<file path="src/hw/dual_freq_cal_switch_cfg.svh">
// register offsets, field positions, reset values and widths for the set switch controller
`ifndef DUAL_FREQ_CAL_SWITCH_CFG_SVH
`define DUAL_FREQ_CAL_SWITCH_CFG_SVH

// ==========================================================================
// register byte offsets
`define MAIN_CTRL_OFS      12'h000
`define BUF_CFG_OFS        12'h004
`define STATUS_OFS         12'h008
`define SEED_A_OFS         12'h00C
`define SEED_B_OFS         12'h010

// ==========================================================================
// main control register fields
`define MC_CAL_EN_BIT      0
`define MC_DUAL_INIT_BIT   1
`define MC_REINIT_BIT      2
`define MC_SET_SEL_BIT     3
`define MC_PIN_SW_BIT      4
`define MC_RESET_VAL       32'h0000_0000

// ==========================================================================
// buffer config register fields
`define BC_TX_STYLE_BIT    0
`define BC_RX_STYLE_BIT    1
`define BC_TX_PWR_A_LSB    8
`define BC_RX_PWR_A_LSB    14
`define BC_TX_PWR_B_LSB    20
`define BC_RX_PWR_B_LSB    26
`define BC_PWR_W           6
`define BC_RESET_VAL       32'h0000_0000

// ==========================================================================
// status register fields
`define ST_ACTIVE_BIT      0
`define ST_BUSY_BIT        1
`define ST_VALID_A_BIT     2
`define ST_VALID_B_BIT     3
`define ST_LOCKED_BIT      4

// ==========================================================================
// calibration data width
`define CAL_W              8

`endif

</file>
<file path="src/hw/dual_freq_cal_switch_pkg.sv">
// types for the set switch controller
package dual_freq_cal_switch_pkg;

  // calibration sequencer states
  typedef enum logic [4:0] {
    ST_IDLE   = 5'b00001,
    ST_REQ_A  = 5'b00010,
    ST_WAIT_A = 5'b00100,
    ST_REQ_B  = 5'b01000,
    ST_WAIT_B = 5'b10000
  } cal_state_t;

  // request carried to the calibration engine
  typedef struct packed {
    logic       valid;
    logic       set_idx;
    logic [7:0] seed;
  } cal_req_t;

  // answer from the calibration engine
  typedef struct packed {
    logic       done;
    logic [7:0] result;
  } cal_rsp_t;

  // per-port output settings
  typedef struct packed {
    logic       open_drain;
    logic [5:0] power;
  } port_cfg_t;

endpackage : dual_freq_cal_switch_pkg

</file>
<file path="src/hw/dual_freq_cal_switch_ctrl.sv">
// calibration sequencing and two-set switching with loop-filter switch drive
//
// The APB register port and the address map are this design's own decisions.
`timescale 1ns/1ps
`include "dual_freq_cal_switch_cfg.svh"

module dual_freq_cal_switch_ctrl #(
  parameter int CAL_W = `CAL_W
) (
  input  wire logic                                sys_clk,
  input  wire logic                                rstn,
  // apb slave
  input  wire logic                                psel,
  input  wire logic                                penable,
  input  wire logic                                pwrite,
  input  wire logic [11:0]                         paddr,
  input  wire logic [31:0]                         pwdata,
  output logic      [31:0]                         prdata,
  output logic                                     pready,
  output logic                                     pslverr,
  // set toggle pin from host
  input  wire logic                                toggle_pin,
  // calibration engine handshake
  output dual_freq_cal_switch_pkg::cal_req_t       cal_req,
  input  wire dual_freq_cal_switch_pkg::cal_rsp_t  cal_rsp,
  // loop-filter switches and output ports
  output logic                                     loop_switch_out_a,
  output logic                                     loop_switch_out_b,
  output dual_freq_cal_switch_pkg::port_cfg_t      rf_transmit_port,
  output dual_freq_cal_switch_pkg::port_cfg_t      rf_receive_port,
  output logic                                     active_set
);

  // ==========================================================================
  // reset release
  logic rst_meta_q;
  logic rst_n_q;

  // asynchronous assert, two-flop release so no flop leaves reset on a skewed edge
  always_ff @(posedge sys_clk or negedge rstn) begin
    if (!rstn) begin
      rst_meta_q <= 1'b0;
      rst_n_q    <= 1'b0;
    end else begin
      rst_meta_q <= 1'b1;
      rst_n_q    <= rst_meta_q;
    end
  end

  // ==========================================================================
  // register file
  logic [31:0] main_ctrl_q, main_ctrl_d;
  logic [31:0] buf_cfg_q, buf_cfg_d;
  logic [31:0] prdata_q, prdata_d;
  logic        pready_q, pready_d;
  logic        pslverr_q, pslverr_d;
  logic        mc_wr;
  logic        access;

  logic        vco_cal_enable;
  logic        dual_cal_at_init;
  logic        forced_reinit_cal;
  logic        active_set_select;
  logic        pin_set_switch_enable;

  logic [CAL_W-1:0] seed_a;
  logic [CAL_W-1:0] seed_b;
  logic             valid_a_q, valid_b_q, valid_a_d, valid_b_d;
  logic             locked_q, locked_d;
  dual_freq_cal_switch_pkg::cal_state_t state_q, state_d;

  assign vco_cal_enable        = main_ctrl_q[`MC_CAL_EN_BIT];
  assign dual_cal_at_init      = main_ctrl_q[`MC_DUAL_INIT_BIT];
  assign forced_reinit_cal     = main_ctrl_q[`MC_REINIT_BIT];
  assign active_set_select     = main_ctrl_q[`MC_SET_SEL_BIT];
  assign pin_set_switch_enable = main_ctrl_q[`MC_PIN_SW_BIT];

  // one wait state: access taken on the first penable cycle, pready the next
  assign access = psel && penable && !pready_q;
  assign mc_wr  = access && pwrite && (paddr == `MAIN_CTRL_OFS);

  // apb decode and register update
  always_comb begin
    main_ctrl_d = main_ctrl_q;
    buf_cfg_d   = buf_cfg_q;
    prdata_d    = prdata_q;
    pready_d    = 1'b0;
    pslverr_d   = 1'b0;
    if (access) begin
      pready_d = 1'b1;
      prdata_d = 32'h0000_0000;
      if (paddr == `MAIN_CTRL_OFS) begin
        if (pwrite) begin
          main_ctrl_d = {27'h0, pwdata[4:0]};
        end
        prdata_d = main_ctrl_q;
      end else if (paddr == `BUF_CFG_OFS) begin
        if (pwrite) begin
          buf_cfg_d = pwdata;
        end
        prdata_d = buf_cfg_q;
      end else if (paddr == `STATUS_OFS) begin
        prdata_d = {27'h0, locked_q, valid_b_q, valid_a_q,
                    (state_q != dual_freq_cal_switch_pkg::ST_IDLE), active_set};
      end else if (paddr == `SEED_A_OFS) begin
        prdata_d = {{(32-CAL_W){1'b0}}, seed_a};
      end else if (paddr == `SEED_B_OFS) begin
        prdata_d = {{(32-CAL_W){1'b0}}, seed_b};
      end else begin
        pslverr_d = 1'b1; // unmapped: error, reads zero
      end
    end
  end

  always_ff @(posedge sys_clk or negedge rst_n_q) begin
    if (!rst_n_q) begin
      main_ctrl_q <= `MC_RESET_VAL;
      buf_cfg_q   <= `BC_RESET_VAL;
      prdata_q    <= 32'h0000_0000;
      pready_q    <= 1'b0;
      pslverr_q   <= 1'b0;
    end else begin
      main_ctrl_q <= main_ctrl_d;
      buf_cfg_q   <= buf_cfg_d;
      prdata_q    <= prdata_d;
      pready_q    <= pready_d;
      pslverr_q   <= pslverr_d;
    end
  end

  assign prdata  = prdata_q;
  assign pready  = pready_q;
  assign pslverr = pslverr_q;

  // ==========================================================================
  // active set selection
  logic active_q, active_d;
  logic pin_q, pin_d;
  logic init_q, init_d;      // first main control write after reset counts as init
  logic switched;
  logic mc_wr_q;             // write seen, its new bits are visible next cycle
  logic sel_old_q, sel_old_d;

  // pin changes swap the set only when pin switching is enabled, select changes load it; the pin swaps relative to now and wins a tie
  always_comb begin
    active_d  = active_q;
    pin_d     = toggle_pin;
    sel_old_d = active_set_select;
    switched  = 1'b0;
    if (pin_set_switch_enable && (toggle_pin != pin_q)) begin
      active_d = ~active_q;
      switched = 1'b1;
    end else if (active_set_select != sel_old_q) begin
      active_d = active_set_select;
      switched = (active_set_select != active_q);
    end
  end

  always_ff @(posedge sys_clk or negedge rst_n_q) begin
    if (!rst_n_q) begin
      active_q  <= 1'b0;
      pin_q     <= 1'b0;
      sel_old_q <= 1'b0;
    end else begin
      active_q  <= active_d;
      pin_q     <= pin_d;
      sel_old_q <= sel_old_d;
    end
  end

  assign active_set = active_q;

  // ==========================================================================
  // calibration sequencer
  logic             pend_q, pend_d;     // a switch waits while busy
  logic             both_q, both_d;     // pending job covers both sets
  logic             run_both_q, run_both_d; // running job covers both sets, safe from a queued job
  logic             first_q, first_d;   // set index of first job
  logic             idx_q, idx_d;
  logic             req_v_q, req_v_d;
  logic [CAL_W-1:0] rd_data;
  logic             store_wr;

  // decide the job kind, then walk request and done for one or two sets
  always_comb begin
    state_d   = state_q;
    pend_d    = pend_q;
    both_d    = both_q;
    run_both_d = run_both_q;
    first_d   = first_q;
    idx_d     = idx_q;
    req_v_d   = 1'b0;
    valid_a_d = valid_a_q;
    valid_b_d = valid_b_q;
    locked_d  = locked_q;
    init_d    = init_q;
    store_wr  = 1'b0;
    // a main control write starts a job when cal enable is set; the first write after reset, enabled or not, is init
    if (mc_wr_q && vco_cal_enable) begin
      pend_d  = 1'b1;
      both_d  = forced_reinit_cal
              || (!init_q && dual_cal_at_init);
      first_d = active_d;                                    // a select write calibrates the new set
      init_d  = 1'b1;
    end else if (mc_wr_q) begin
      init_d  = 1'b1;
    end else if (switched && vco_cal_enable) begin
      pend_d  = 1'b1;
      both_d  = forced_reinit_cal;
      first_d = active_d;
    end
    if (switched || mc_wr_q) begin
      locked_d = 1'b0;
    end
    case (state_q)
      dual_freq_cal_switch_pkg::ST_IDLE: begin
        if (pend_q) begin
          pend_d     = (mc_wr_q || switched) && vco_cal_enable; // a job landing now stays queued
          idx_d      = first_q;
          run_both_d = both_q;
          state_d = dual_freq_cal_switch_pkg::ST_REQ_A;
        end else if (!switched && !mc_wr_q) begin
          locked_d = 1'b1;
        end
      end
      dual_freq_cal_switch_pkg::ST_REQ_A: begin
        req_v_d = 1'b1;                                      // seed read is one cycle late
        state_d = dual_freq_cal_switch_pkg::ST_WAIT_A;
      end
      dual_freq_cal_switch_pkg::ST_WAIT_A: begin
        req_v_d = 1'b1;
        if (cal_rsp.done && req_v_q) begin
          req_v_d  = 1'b0;
          store_wr = 1'b1;
          if (idx_q) valid_b_d = 1'b1;
          else       valid_a_d = 1'b1;
          if (run_both_q) begin
            idx_d   = ~idx_q;
            state_d = dual_freq_cal_switch_pkg::ST_REQ_B;
          end else begin
            state_d = dual_freq_cal_switch_pkg::ST_IDLE;
          end
        end
      end
      dual_freq_cal_switch_pkg::ST_REQ_B: begin
        state_d = dual_freq_cal_switch_pkg::ST_WAIT_B;
      end
      dual_freq_cal_switch_pkg::ST_WAIT_B: begin
        req_v_d = 1'b1;
        if (cal_rsp.done && req_v_q) begin
          req_v_d  = 1'b0;
          store_wr = 1'b1;
          if (idx_q) valid_b_d = 1'b1;
          else       valid_a_d = 1'b1;
          state_d  = dual_freq_cal_switch_pkg::ST_IDLE;
        end
      end
      default: state_d = dual_freq_cal_switch_pkg::ST_IDLE;
    endcase
  end

  always_ff @(posedge sys_clk or negedge rst_n_q) begin
    if (!rst_n_q) begin
      state_q   <= dual_freq_cal_switch_pkg::ST_IDLE;
      pend_q    <= 1'b0;
      both_q    <= 1'b0;
      run_both_q <= 1'b0;
      first_q   <= 1'b0;
      idx_q     <= 1'b0;
      req_v_q   <= 1'b0;
      valid_a_q <= 1'b0;
      valid_b_q <= 1'b0;
      locked_q  <= 1'b0;
      init_q    <= 1'b0;
      mc_wr_q   <= 1'b0;
    end else begin
      state_q   <= state_d;
      pend_q    <= pend_d;
      both_q    <= both_d;
      run_both_q <= run_both_d;
      first_q   <= first_d;
      idx_q     <= idx_d;
      req_v_q   <= req_v_d;
      valid_a_q <= valid_a_d;
      valid_b_q <= valid_b_d;
      locked_q  <= locked_d;
      init_q    <= init_d;
      mc_wr_q   <= mc_wr;
    end
  end

  // seed for the target set comes from its last stored result
  cal_store #(
    .W       (CAL_W)
  ) u_store (
    .clk     (sys_clk),
    .rst_n   (rst_n_q),
    .wr_en   (store_wr),
    .wr_idx  (idx_q),
    .wr_data (cal_rsp.result),
    .rd_idx  (idx_q),
    .rd_data (rd_data),
    .data_a  (seed_a),
    .data_b  (seed_b)
  );

  assign cal_req = '{valid:   req_v_q,
                     set_idx: idx_q,
                     seed:    rd_data};

  // ==========================================================================
  // loop-filter switches and port settings
  logic                                sw_a_q, sw_b_q;
  dual_freq_cal_switch_pkg::port_cfg_t tx_q, tx_d, rx_q, rx_d;

  // power field picked by the active set so each set keeps its own level
  always_comb begin
    tx_d.open_drain = buf_cfg_q[`BC_TX_STYLE_BIT];
    rx_d.open_drain = buf_cfg_q[`BC_RX_STYLE_BIT];
    tx_d.power = active_q ? buf_cfg_q[`BC_TX_PWR_B_LSB +: `BC_PWR_W]
                          : buf_cfg_q[`BC_TX_PWR_A_LSB +: `BC_PWR_W];
    rx_d.power = active_q ? buf_cfg_q[`BC_RX_PWR_B_LSB +: `BC_PWR_W]
                          : buf_cfg_q[`BC_RX_PWR_A_LSB +: `BC_PWR_W];
  end

  // exactly one switch closed once out of reset (reset opens both), each holding its own filter charge
  always_ff @(posedge sys_clk or negedge rst_n_q) begin
    if (!rst_n_q) begin
      sw_a_q <= 1'b0;
      sw_b_q <= 1'b0;
      tx_q   <= '0;
      rx_q   <= '0;
    end else begin
      sw_a_q <= ~active_q;
      sw_b_q <= active_q;
      tx_q   <= tx_d;
      rx_q   <= rx_d;
    end
  end

  assign loop_switch_out_a = sw_a_q;
  assign loop_switch_out_b = sw_b_q;
  assign rf_transmit_port  = tx_q;
  assign rf_receive_port   = rx_q;

endmodule : dual_freq_cal_switch_ctrl

</file>
<file path="src/hw/cal_store.sv">
// two-entry calibration data store with registered read
`timescale 1ns/1ps
`include "dual_freq_cal_switch_cfg.svh"

module cal_store #(
  parameter int W = `CAL_W
) (
  input  wire logic         clk,
  input  wire logic         rst_n,
  input  wire logic         wr_en,
  input  wire logic         wr_idx,
  input  wire logic [W-1:0] wr_data,
  input  wire logic         rd_idx,
  output logic      [W-1:0] rd_data,
  output logic      [W-1:0] data_a,
  output logic      [W-1:0] data_b
);

  logic [W-1:0] mem_q [2];
  logic [W-1:0] mem_d [2];
  logic [W-1:0] rd_q;
  logic [W-1:0] rd_d;

  // write one entry, read the other path through a register
  always_comb begin
    mem_d[0] = mem_q[0];
    mem_d[1] = mem_q[1];
    if (wr_en) begin
      mem_d[wr_idx] = wr_data;
    end
    rd_d = mem_d[rd_idx];
  end

  always_ff @(posedge clk or negedge rst_n) begin
    if (!rst_n) begin
      mem_q[0] <= '0;
      mem_q[1] <= '0;
      rd_q     <= '0;
    end else begin
      mem_q[0] <= mem_d[0];
      mem_q[1] <= mem_d[1];
      rd_q     <= rd_d;
    end
  end

  assign rd_data = rd_q;
  assign data_a  = mem_q[0];
  assign data_b  = mem_q[1];

endmodule : cal_store

</file>
<file path="config.mk">
export PLATFORM = sky130hd
export DESIGN_NAME = dual_freq_cal_switch_ctrl
export DESIGN_NICKNAME = d
export VERILOG_FILES = /design/src/hw/dual_freq_cal_switch_pkg.sv /design/src/hw/dual_freq_cal_switch_ctrl.sv /design/src/hw/cal_store.sv
export VERILOG_INCLUDE_DIRS = /design/src /design/src/hw
export SDC_FILE = /design/constraint.sdc
export NUM_CORES = 1
export LEC_CHECK = 0
export BUFFER_PORTS_ARGS = -buffer_cell sky130_fd_sc_hd__buf_2
export CAP_MARGIN = 20
export CORE_ASPECT_RATIO = 1.75
export CORE_MARGIN = 4
export CORE_UTILIZATION = 55
export CTS_BUF_LIST = sky130_fd_sc_hd__clkbuf_2
export DETAILED_ROUTE_END_ITERATION = 16
export PLACE_DENSITY = 0.79
export SYNTH_ARGS = -nofsm -noshare
export SYNTH_HDL_FRONTEND = slang
export SYNTH_SLANG_ARGS = --single-unit
</file>
<file path="constraint.sdc">
create_clock -name sys_clk -period 4.8 [get_ports sys_clk]
set_clock_uncertainty 0.1 [all_clocks]
set_input_delay 1.2 -clock sys_clk [delete_from_list [all_inputs] [get_ports sys_clk]]
set_output_delay 1.2 -clock sys_clk [all_outputs]
set_load 0.01 [all_outputs]
</file>
==> reports/metrics.cfg <==
[worst_setup_path]
cp-end-kind = flip-flop
cp-startpoint = penable
critPathLaunchType = input pin
timing.rr.end = buf_cfg_q[27]
critical_path_arrival_ps = 3740
required_ps = 5260
crit_path_max_fanout = 35
r2r_cells = 5
r2r_slack_ps = 1670
crit_path_end = buf_cfg_q[27]
r2r_start = pready
worst-setup-path-type = input pin to flip-flop

[timing]
slew_headroom_pct = 29.5
worst_slack_ps = 1520
final.period_utilization_pct = 68.4
fmax_ghz = 0.305
fin_setup_tns_ps = 0
setup_viol_count_final = 0
hold_violations = 0
final_max_slew_viol_count = 0
tightest_slew_ps = 1060
period_needed_ps = 3280
rsz0062_at_grt = no

[placed_design]
place.gp.congestion = 0.787
pre_cts_slack_ps = 810
dpl.hpwl_um = 8530
port_buffers = 119
place_area_sq_um = 6160

[logic_synthesis]
synth.top_cell.area_share_pct = 59.2
ys_seq_area_share_pct = 59.7
yosysMostFrequentCell = dfrtp_1
synthAdderAreaFrac_pct = 0
synth_cell_types = 50
synth_warnings = 0
async_flop_share_pct = 100
synth_area_leaders = dfrtp_1 (59%), mux2_4 (8.1%), mux2_2 (7.7%)
synth-main-ff-cell = dfrtp_1
yosys_register_bits = 132
synth-compound-area-share_pct = 9.17
synth_area_per_cell_sq_um = 13.6
synth.cell_area_sq_um = 5540
synthCells = 406
syn-num-nets = 465
synth_top_area_cell = dfrtp_1
netlist_top_cells_count = dfrtp_1 (131), mux2_2 (38), mux2_4 (30)
synthSimpleGateAreaFrac_pct = 8.27
synth_xor_area_share_pct = 0.316
muxShareOfSynthArea_pct = 18.9
synth-edff-count = 0
synth_top_family_by_area = multiplexers

[floorplan]
rows = 48
initial_core_util_pct = 56.2
die_w_um = 83.9
design.die.area_sq_um = 11800
die_h_um = 141
core_sq_um = 9850
ios = 120

[cts]
worstSkewPairLatency_ps = 670
root_buffer = clkbuf_2
tritoncts = done
postCtsResizedCells = 0
cts-buffers-inserted = 17
clock_path_buffers = 2
htreeDepth = 4
cts_sinks = 132
cts_setup_buffers = 0
holdBufCountCts = 0
cts.reportedPaths.clkPinSlew_ps = 190

[finish]
multi_input_area_sq_um = 2040
postLayoutCoreUtil_pct = 65.4
drive_gt1_share_pct = 44.2
fin_nets = 582
postLayoutCellArea_sq_um = 6440
syn2layout_area_growth_pct = 16.3
fill_cells = 806
ff_latch_area_sq_um = 3310

[run_status]
status = complete, no violations

[power_and_ir_drop]
p_per_area_nw_per_um2 = 295
ir_worst_vdd_uv = 186
p_leak_nw = 3.55
power.total_mw = 1.90

[drt]
routed_wl_um = 11900
vias_per_cell = 5.55
drtIter0Drc = 139
drt_first_pass_iters = 4
postRouteAntennaNets = 0
drc_errors = 0
wl_per_cell_um = 17.9
vias = 3677

[flow_run]
drv_cap = 0

[grt]
grt_pass1_vias = 3938
grt_max_degree = 89
grtUsageTotal_pct = 21.5
grt_pass1_wl_um = 19900
antenna_found_initial = 1
gr-total-overflow = 0

[min_path]
hold_class = flip-flop to async pin

[report_power, final]
| part | switching, mW | internal, mW | leakage (nW) |
|---|---|---|---|
| Combinational | 0.0501 | 0.0319 | 1.58 |
| Sequential | 0.00902 | 1.12 | 1.82 |
| Clock | 0.404 | 0.290 | 0.153 |
| Total | 0.464 | 1.44 | 3.55 |
[through the flow]
step / instances / hold slack, ps
floorplan: 406 / 231
global placement: 628 / 242
detailed placement: 628 / 237
CTS: 660 / 116
global route: 662 / 98.2
finish: 662 / 167
[placed cells by master, fill, tap and decap left out, drive strengths merged, types with 3 or more instances in the layout]
master / Yosys / final
dfrtp: 131 / 131
o21ai: 8 / 8
o31ai: 4 / 4
nor3: 9 / 9
inv: 10 / 12
a22o: 24 / 24
buf: 12 / 123
clkinv: 0 / 8
or2: 7 / 7
nand2b: 7 / 7
mux2: 68 / 68
nor2b: 5 / 5
clkbuf: 13 / 18
nor2: 24 / 24
a21oi: 17 / 17
bufinv: 0 / 3
nand2: 11 / 11
mux2i: 17 / 17
nor4: 4 / 4
o22ai: 5 / 5
[routing by layer]
metal	vias up	GRT usage (%)	share of wire [%]
met2	113	37.6	53
met3	24	7.25	6.1
met1	1844	23.9	38
met4	0	8.56	2.3
li1	1696	-	-
met5	-	0	0
[area by class of cell]
cell class / instances / share of cell area (%)
clock inverter: 14 / 2.49
antenna: 1 / 0.0388
sequential: 132 / 51.3
timing repair buffer: 123 / 10.0
tap: 125 / 2.43
clock buffer: 18 / 1.40
inverter: 10 / 0.583
multi-input combinational: 239 / 31.7
[worst max-delay path, cell delays in order]
cell	delay, ps
buf_2	100
nand3b_4	350
inv_1	240
nand4_4	180
or4_2	1170
mux2_4	470
[flip-flops by register name, summed over array words and instances, names as in the netlist, 5 cells and up]
register / flops
u_store.data_a: 8
main_ctrl_q: 5
prdata: 32
u_store.data_b: 8
state_q: 5
u_store.rd_data: 8
buf_cfg_q: 32
rf_transmit_port: 7
rf_receive_port: 7
[worst min path at each step]
stage	cells past startpoint	from	end
2_1_floorplan	0	rst_meta_q	rst_n_q
3_3_place_gp	0	rst_meta_q	rst_n_q
3_5_place_dp	0	rst_meta_q	rst_n_q
4_1_cts	1	rstn	rst_n_q
5_1_grt	1	rstn	rst_n_q
6_report	0	rst_n_q	state_q[1]
[cells by family after synthesis]
family,Yosys count
other,1
muxes,85
DFF,132
buffers and inverters,35
and+or+nand+nor,79
AOI/OAI and AO/OA,72
xor gates and xnor gates,2
(Power assumes the default switching activity.)
